$ cat src/design/tsrr_pkg.sv
// Constants shared by the temperature result readout block.
// Assumes an 8-bit command code space, one register per code.
package tsrr_pkg;

   localparam logic [7:0] LOCAL_INT_OFS   = 8'h10;
   localparam logic [7:0] REMOTE1_INT_OFS = 8'h11;
   localparam logic [7:0] REMOTE2_INT_OFS = 8'h12;
   localparam logic [7:0] LOCAL_FRAC_OFS  = 8'h20;
   localparam logic [7:0] REMOTE1_FRAC_OFS = 8'h21;
   localparam logic [7:0] REMOTE2_FRAC_OFS = 8'h22;
   localparam logic [7:0] MAKER_ID_OFS    = 8'hfe;
   localparam logic [7:0] DIE_REV_OFS     = 8'hff;

   // Conversion codes are signed, 0.125 degree per count
   localparam int         TEMP_W          = 12;
   localparam logic signed [11:0] SIGNED_MAX   = 12'sh3ff;
   localparam logic signed [11:0] SIGNED_MIN   = -12'sh400;

   // Fraction bits that exist; the rest read as zero
   localparam logic [7:0] LOCAL_FRAC_MASK  = 8'hc0;
   localparam logic [7:0] REMOTE_FRAC_MASK = 8'he0;

   // Readings reported when a remote diode is missing
   localparam logic [15:0] ABSENT_UNSIGNED = 16'hffe0;
   localparam logic [15:0] ABSENT_SIGNED   = 16'h8000;

   localparam logic [7:0] RESULT_RESET    = 8'h00;
   localparam logic [7:0] UNMAPPED_READ   = 8'h00;

   // Arbitrary identity values, not those of any real part
   localparam logic [7:0] MAKER_ID_DEFAULT = 8'h5a;
   localparam logic [7:0] DIE_REV_DEFAULT  = 8'h00;

   typedef enum logic [1:0] {
      TSRR_CH_LOCAL,
      TSRR_CH_REMOTE1,
      TSRR_CH_REMOTE2,
      TSRR_CH_NONE
   } tsrr_chan_t;

endpackage

$ cat src/design/tsrr_chan.sv
// One channel of result storage: integer byte, fraction byte and the lock.
// Assumes reads and conversion loads arrive as single-cycle pulses.
`timescale 1ns/100ps
module tsrr_chan #(
   parameter logic [7:0] FRAC_MASK = tsrr_pkg::REMOTE_FRAC_MASK
) (
   input  wire logic        clk,
   input  wire logic        rst,
   input  wire logic        load,
   input  wire logic [15:0] load_word,
   input  wire logic        int_rd,
   input  wire logic        frac_rd,
   output logic [7:0]       int_byte,
   output logic [7:0]       frac_byte,
   output logic [7:0]       latest_frac,
   output logic             frozen
);

   logic [7:0] int_ff;
   logic [7:0] latest_ff;
   logic [7:0] held_ff;
   logic       frozen_ff;

   always_ff @(posedge clk) begin
      if (rst) begin
         int_ff    <= tsrr_pkg::RESULT_RESET;
         latest_ff <= tsrr_pkg::RESULT_RESET;
      end else if (load) begin
         int_ff    <= load_word[15:8];
         latest_ff <= load_word[7:0] & FRAC_MASK;
      end
   end

   // The held copy always comes from the newest conversion, so a second
   // integer read without a fraction read overwrites the old pair.
   always_ff @(posedge clk) begin
      if (rst) begin
         held_ff <= tsrr_pkg::RESULT_RESET;
      end else if (int_rd) begin
         held_ff <= latest_ff;
      end
   end

   always_ff @(posedge clk) begin
      if (rst) begin
         frozen_ff <= 1'b0;
      end else if (int_rd) begin
         frozen_ff <= 1'b1;
      end else if (frac_rd) begin
         frozen_ff <= 1'b0;
      end
   end

   assign int_byte    = int_ff;
   assign frac_byte   = frozen_ff ? held_ff : latest_ff;
   assign latest_frac = latest_ff;
   assign frozen      = frozen_ff;

endmodule

$ cat src/design/tsrr_readout.sv
// Result and identification registers of a three-channel temperature sensor.
// Assumes a serial bus front end that turns host transfers into command-code
// read and write strobes, and a converter that pulses one result at a time.
// How it works
// - Local integer byte: sign in bit 7, weights 64 down to 1 below.
// - Local fraction byte: 0.5 and 0.25 in bits 7,6; rest zero.
// - Remote signed integer byte: sign in bit 7, weights 64 to 1.
// - Remote unsigned integer byte: plain binary, 128 down to 1.
// - Remote fraction byte: 0.5, 0.25, 0.125 in bits 7..5; rest zero.
// - Reading an integer byte freezes that channel's fraction byte.
// - Reading a fraction byte releases its freeze.
// - Every integer read re-captures the fraction, replacing an older frozen one.
// - Maker identification byte at FEh, fixed value.
// - Die revision byte at FFh, bumped per silicon revision.
// - Per-remote format select: zero unsigned 0..255.875, one signed.
// - Missing remote diode reads FFE0h unsigned or 8000h signed.
`timescale 1ns/100ps
module tsrr_readout #(
   parameter logic [7:0] MAKER_ID = tsrr_pkg::MAKER_ID_DEFAULT,
   parameter logic [7:0] DIE_REV  = tsrr_pkg::DIE_REV_DEFAULT
) (
   input  wire logic        SYS_CLK,
   input  wire logic        RST,
   input  wire logic [7:0]  CMD_CODE,
   input  wire logic        RD_STB,
   input  wire logic        WR_STB,
   input  wire logic [7:0]  WR_DATA,
   output logic [7:0]       RD_DATA,
   output logic             RD_VALID,
   input  wire logic        CONV_DONE,
   input  wire logic [1:0]  CONV_CHAN,
   input  wire logic [11:0] CONV_TEMP,
   input  wire logic        REMOTE_ONE_FORMAT_SELECT,
   input  wire logic        REMOTE_TWO_FORMAT_SELECT,
   input  wire logic        REMOTE_ONE_DIODE_ABSENT,
   input  wire logic        REMOTE_TWO_DIODE_ABSENT
);

   // Turns a signed 0.125-degree code into {integer byte, fraction byte}.
   // Out-of-range codes saturate rather than wrap, so a hot die never
   // reads as cold.
   function automatic logic [15:0] fmt_word(input logic signed [11:0] t,
                                            input logic              is_signed,
                                            input logic              absent);
      logic signed [11:0] c;
      c = t;
      if (is_signed) begin
         if (t > tsrr_pkg::SIGNED_MAX) begin
            c = tsrr_pkg::SIGNED_MAX;
         end else if (t < tsrr_pkg::SIGNED_MIN) begin
            c = tsrr_pkg::SIGNED_MIN;
         end
      end else if (t < 12'sh000) begin
         c = 12'sh000;
      end
      if (absent) begin
         fmt_word = is_signed ? tsrr_pkg::ABSENT_SIGNED
                              : tsrr_pkg::ABSENT_UNSIGNED;
      end else begin
         fmt_word = {c[10:0], 5'h00};
      end
   endfunction

   function automatic logic is_cmd(input logic [7:0] code, input logic [7:0] ofs);
      is_cmd = (code == ofs);
   endfunction

   logic [15:0] local_word;
   logic [15:0] r1_word;
   logic [15:0] r2_word;
   logic [2:0]  load;
   logic [2:0]  int_rd;
   logic [2:0]  frac_rd;
   logic [7:0]  int_byte  [3];
   logic [7:0]  frac_byte [3];
   logic [7:0]  latest    [3];
   logic [2:0]  frozen;
   logic [7:0]  nxt_rd_data;
   logic [7:0]  rd_data_ff;
   logic        rd_valid_ff;

   // Local channel is always signed and never reported missing
   assign local_word = fmt_word(CONV_TEMP, 1'b1, 1'b0);
   assign r1_word    = fmt_word(CONV_TEMP, REMOTE_ONE_FORMAT_SELECT,
                                REMOTE_ONE_DIODE_ABSENT);
   assign r2_word    = fmt_word(CONV_TEMP, REMOTE_TWO_FORMAT_SELECT,
                                REMOTE_TWO_DIODE_ABSENT);

   always_comb begin
      load = 3'h0;
      if (CONV_DONE) begin
         case (tsrr_pkg::tsrr_chan_t'(CONV_CHAN))
            tsrr_pkg::TSRR_CH_LOCAL:   load = 3'h1;
            tsrr_pkg::TSRR_CH_REMOTE1: load = 3'h2;
            tsrr_pkg::TSRR_CH_REMOTE2: load = 3'h4;
            default:                   load = 3'h0;
         endcase
      end
   end

   always_comb begin
      int_rd  = 3'h0;
      frac_rd = 3'h0;
      if (RD_STB) begin
         int_rd[0]  = is_cmd(CMD_CODE, tsrr_pkg::LOCAL_INT_OFS);
         int_rd[1]  = is_cmd(CMD_CODE, tsrr_pkg::REMOTE1_INT_OFS);
         int_rd[2]  = is_cmd(CMD_CODE, tsrr_pkg::REMOTE2_INT_OFS);
         frac_rd[0] = is_cmd(CMD_CODE, tsrr_pkg::LOCAL_FRAC_OFS);
         frac_rd[1] = is_cmd(CMD_CODE, tsrr_pkg::REMOTE1_FRAC_OFS);
         frac_rd[2] = is_cmd(CMD_CODE, tsrr_pkg::REMOTE2_FRAC_OFS);
      end
   end

   tsrr_chan #(
      .FRAC_MASK (tsrr_pkg::LOCAL_FRAC_MASK)
   ) u_local (
      .clk         (SYS_CLK),
      .rst         (RST),
      .load        (load[0]),
      .load_word   (local_word),
      .int_rd      (int_rd[0]),
      .frac_rd     (frac_rd[0]),
      .int_byte    (int_byte[0]),
      .frac_byte   (frac_byte[0]),
      .latest_frac (latest[0]),
      .frozen      (frozen[0])
   );

   tsrr_chan #(
      .FRAC_MASK (tsrr_pkg::REMOTE_FRAC_MASK)
   ) u_remote1 (
      .clk         (SYS_CLK),
      .rst         (RST),
      .load        (load[1]),
      .load_word   (r1_word),
      .int_rd      (int_rd[1]),
      .frac_rd     (frac_rd[1]),
      .int_byte    (int_byte[1]),
      .frac_byte   (frac_byte[1]),
      .latest_frac (latest[1]),
      .frozen      (frozen[1])
   );

   tsrr_chan #(
      .FRAC_MASK (tsrr_pkg::REMOTE_FRAC_MASK)
   ) u_remote2 (
      .clk         (SYS_CLK),
      .rst         (RST),
      .load        (load[2]),
      .load_word   (r2_word),
      .int_rd      (int_rd[2]),
      .frac_rd     (frac_rd[2]),
      .int_byte    (int_byte[2]),
      .frac_byte   (frac_byte[2]),
      .latest_frac (latest[2]),
      .frozen      (frozen[2])
   );

   // Read data is the value before this cycle's lock takes effect, so an
   // integer read returns the byte that pairs with the fraction it holds.
   always_comb begin
      case (CMD_CODE)
         tsrr_pkg::LOCAL_INT_OFS:    nxt_rd_data = int_byte[0];
         tsrr_pkg::REMOTE1_INT_OFS:  nxt_rd_data = int_byte[1];
         tsrr_pkg::REMOTE2_INT_OFS:  nxt_rd_data = int_byte[2];
         tsrr_pkg::LOCAL_FRAC_OFS:   nxt_rd_data = frac_byte[0];
         tsrr_pkg::REMOTE1_FRAC_OFS: nxt_rd_data = frac_byte[1];
         tsrr_pkg::REMOTE2_FRAC_OFS: nxt_rd_data = frac_byte[2];
         tsrr_pkg::MAKER_ID_OFS:     nxt_rd_data = MAKER_ID;
         tsrr_pkg::DIE_REV_OFS:      nxt_rd_data = DIE_REV;
         default:                    nxt_rd_data = tsrr_pkg::UNMAPPED_READ;
      endcase
   end

   always_ff @(posedge SYS_CLK) begin
      if (RST) begin
         rd_data_ff <= tsrr_pkg::RESULT_RESET;
      end else if (RD_STB) begin
         rd_data_ff <= nxt_rd_data;
      end
   end

   always_ff @(posedge SYS_CLK) begin
      if (RST) begin
         rd_valid_ff <= 1'b0;
      end else begin
         rd_valid_ff <= RD_STB;
      end
   end

   // No write path exists: WR_STB and WR_DATA reach no storage.
   assign RD_DATA  = rd_data_ff;
   assign RD_VALID = rd_valid_ff;
endmodule

$ cat config.mk
export PLATFORM = sky130hd
export DESIGN_NAME = tsrr_readout
export DESIGN_NICKNAME = d
export VERILOG_FILES = /design/src/design/tsrr_pkg.sv /design/src/design/tsrr_chan.sv /design/src/design/tsrr_readout.sv
export SDC_FILE = /design/constraint.sdc
export NUM_CORES = 1
export LEC_CHECK = 0
export BUFFER_PORTS_ARGS = -buffer_cell sky130_fd_sc_hd__buf_2
export CORE_ASPECT_RATIO = 1.75
export CORE_MARGIN = 1
export CORE_UTILIZATION = 30
export DETAILED_ROUTE_END_ITERATION = 10
export SLEW_MARGIN = 20
export SYNTH_ARGS = -nofsm -noshare
export SYNTH_HDL_FRONTEND = slang
export SYNTH_SLANG_ARGS = --single-unit
$ cat constraint.sdc
create_clock -name SYS_CLK -period 2.2 [get_ports SYS_CLK]
set_input_delay 0.11 -clock SYS_CLK [delete_from_list [all_inputs] [get_ports SYS_CLK]]
set_output_delay 0.11 -clock SYS_CLK [all_outputs]
set_load 0.03 [all_outputs]
==> flow_summary.json <==
{
  "outcome": "finished clean",
  "syn_nets": 360,
  "hpwl_mm": 5.39,
  "async_reset_ff_share_pct": 0,
  "grt_pass1_vias": 2410,
  "cts_tree": "built",
  "synth_seq_cells": 52,
  "synth_warnings": 0,
  "route.detailed.drc": 0,
  "synth_compound_gate_area_share_pct": 24.0,
  "report.final.slew_viol_count": 0,
  "fp-row-count": 44,
  "hold_buffers": 0,
  "synth_cell_types": 45,
  "clk-insertion-delay-late_ns": 0.29,
  "switching_share_pct": 24.4,
  "p_clk_share_pct": 39.2,
  "ant_nets": 0,
  "whs_ns": 0.195,
  "startpoint_type": "primary input",
  "rsz0062_at_grt": "false",
  "power_density_nw_per_um2": 664,
  "fmaxAchievable_mhz": 675,
  "drt_pass1_iterations": 5,
  "finalNetCount": 389,
  "setup_viol": 0,
  "crit_required_ns": 2.41,
  "core_area_um2": 8420,
  "flow.area_growth_from_synthesis_pct": 16.7,
  "cts_max_path_buffers": 2,
  "syn-instance-count": 321,
  "tightestPinTransition_ns": 0.565,
  "place.gp.congestion": 0.781,
  "vias": 2416,
  "comb_power_share_pct": 12.1,
  "synth_top_family_by_area": "compound AO/OA/AOI/OAI gates",
  "fp.dieH_um": 126,
  "grt_pass1_wl_mm": 11.5,
  "h-tree-depth": 2,
  "cts_setup_buffers": 0,
  "fin_crit_sh_pct": 67.4,
  "start_util_pct": 31.3,
  "cts_buffers": 5,
  "finalHoldViolations": 0,
  "grt_max_degree": 34,
  "yosys.area_share.adder_pct": 1.90,
  "syn-cell-area_um2": 2640,
  "synth-edff-count": 0,
  "min_period_ns": 1.48,
  "numPortBuffers": 38,
  "drt_wl_total_mm": 6.91,
  "die_w_um": 72.8,
  "p_int_mw": 1.54,
  "routedWlPerCell_um": 14.9,
  "path_class": "primary input to flip-flop",
  "synthSimpleGateAreaFrac_pct": 21.3,
  "antenna_found_initial": 0,
  "avgSynthCellArea_um2": 8.21,
  "ctsResizeCount": 0,
  "cts_root_buffer": "clkbuf_16",
  "drt_iter0_markers": 133,
  "maxCapViolations": 0,
  "synthFlopType": "dfxtp_1",
  "pin_count": 48,
  "seq_area_frac_synth_pct": 39.5,
  "end_kind": "flip-flop",
  "layout-drive-gt1-share_pct": 18.6,
  "worstPathArrival_ns": 1.69,
  "n_antenna_cell": 0,
  "vdd_drop_max_mv": 0.380,
  "path_clk_slew_ns": 0.06,
  "synth_mux_area_share_pct": 8.69,
  "crit_fanout": 15,
  "cts.sinks": 52,
  "track_usage_pct": 16.2,
  "fin_tns_setup_ns": 0,
  "die-area_um2": 9180,
  "min_path_type": "primary input to flip-flop",
  "overflow": 0,
  "synth_xor_area_share_pct": 0.332,
  "seqPwrFrac_pct": 48.7,
  "max_slew_margin_pct": 62.0,
  "p_leak_nw": 1.17,
  "netSwitchingPower_mw": 0.498,
  "fin_skew_ns": 0.00506,
  "avgViaCountPerCell": 5.20
}
cells in the final DEF (no fill, tap or decap), types with 2 or more instances in the layout:
master,count
a211oi_1,16
clkbuf_16,5
o2111ai_1,2
inv_1,4
or4b_4,2
mux2i_1,15
nor4b_1,3
o22ai_1,3
a32o_1,2
nand2_1,11
dfxtp_1,52
o21ai_0,33
nor2_1,50
nand2b_1,2
nor3_1,20
a221oi_1,2
and3b_1,2
o21a_1,2
nor4_1,2
nand3_1,11
a21oi_1,22
clkbuf_8,2
buf_2,38
mux2_2,7
nor2b_1,3
maj3_1,5
a22oi_1,6
a22o_1,5
buf_4,7
final timing paths:
kind	from	to	slack [ns]	cells after the start
max	CMD_CODE[0]	RD_DATA[5]	0.72	5
min	RST	u_remote2.held_ff[7]	0.19	2
max reg2reg	u_remote1.frozen	RD_DATA[5]	0.76	4
min reg2reg	u_local.int_byte[7]	u_local.int_byte[7]	0.47	2
final cells by class:
| type | count | area (um2) |
|---|---|---|
| fillers | 903 | 5350 |
| well taps | 115 | 144 |
| repair buffers | 45 | 243 |
| inverters | 4 | 15.0 |
| flip-flops and latches | 52 | 1040 |
| multi-input cells | 242 | 1480 |
| clock buffers | 7 | 153 |
state kept, by name (all words and copies together), names as in the netlist:
| signal | cells |
|---|---|
| RD_DATA | 8 |
| u_local.int_byte | 8 |
| u_remote1.int_byte | 8 |
| u_remote2.int_byte | 8 |
| u_remote1.held_ff | 3 |
| u_remote1.latest_frac | 3 |
| u_remote2.held_ff | 3 |
| u_remote2.latest_frac | 3 |
| u_local.held_ff | 2 |
| u_local.latest_frac | 2 |
| RD_VALID | 1 |
| u_local.frozen | 1 |
| u_remote1.frozen | 1 |
| u_remote2.frozen | 1 |
critical path, cell delays in order:
cell and delay [ns]:
buf_2 0.20, or4b_2 0.75, o22ai_1 0.28, a221oi_1 0.16, nor3_1 0.19
per-stage QoR:
stage / cells / util (%) / setup WS [ns] / instance area [um2] / power [mW]
after floorplan: 321 / - / 0.700 / 2640 / 1.18
after global placement: 458 / 34.7 / 0.451 / 2920 / 1.26
after detailed placement: 458 / 34.7 / 0.417 / 2920 / 1.26
after CTS: 465 / 36.5 / 0.720 / 3080 / 2.06
after global routing: 465 / 36.5 / 0.636 / 3080 / 2.12
final: 465 / 36.5 / 0.718 / 3080 / 2.04
routing by layer:
layer	global-route usage, %	vias up	routed length, um
li1	-	1233	-
met1	17.9	1115	2910
met2	29.2	51	3610
met3	1.76	17	146
met4	8.77	0	238
met5	0	-	0
power groups by stage:
stage	logic [mW]	registers [mW]	clock network, mW
detailed placement	0.247	1.02	0
finish	0.248	0.995	0.800
floorplan	0.162	1.01	0
global route	0.279	0.997	0.845
CTS	0.249	0.994	0.818
global placement	0.243	1.01	0
cells in the mapped netlist, types with 2 or more instances:
| cell | count | area, um2 |
|---|---|---|
| o21a_1 | 2 | 15.0 |
| clkbuf_1 | 16 | 60.1 |
| a221oi_1 | 2 | 17.5 |
| nor3_1 | 20 | 100 |
| inv_1 | 4 | 15.0 |
| nand3_1 | 11 | 55.1 |
| nor2_1 | 50 | 188 |
| dfxtp_1 | 52 | 1040 |
| a211oi_1 | 16 | 120 |
| nor2b_1 | 3 | 18.8 |
| and3b_1 | 2 | 17.5 |
| or4b_4 | 2 | 27.5 |
| o21ai_0 | 33 | 165 |
| nor4_1 | 2 | 12.5 |
| mux2_2 | 7 | 78.8 |
| a22oi_1 | 6 | 45.0 |
| buf_1 | 2 | 7.51 |
| maj3_1 | 5 | 50.1 |
| nor4b_1 | 3 | 26.3 |
| nand2_1 | 11 | 41.3 |
| o22ai_1 | 3 | 18.8 |
| buf_2 | 4 | 20.0 |
| a22o_1 | 5 | 43.8 |
| o2111ai_1 | 2 | 17.5 |
| mux2i_1 | 15 | 150 |
| nand2b_1 | 2 | 12.5 |
| a21oi_1 | 22 | 110 |
| a32o_1 | 2 | 20.0 |
logic make-up after synthesis:
| kind of cell | count (synthesis) |
|---|---|
| muxes | 22 |
| buffers and inverters | 27 |
| DFF | 52 |
| AOI/OAI and AO/OA | 100 |
| adders and majority gates | 5 |
| and+or+nand+nor | 114 |
| xor gates and xnor gates | 1 |
No activity file was read; power rests on OpenSTA's default activity.
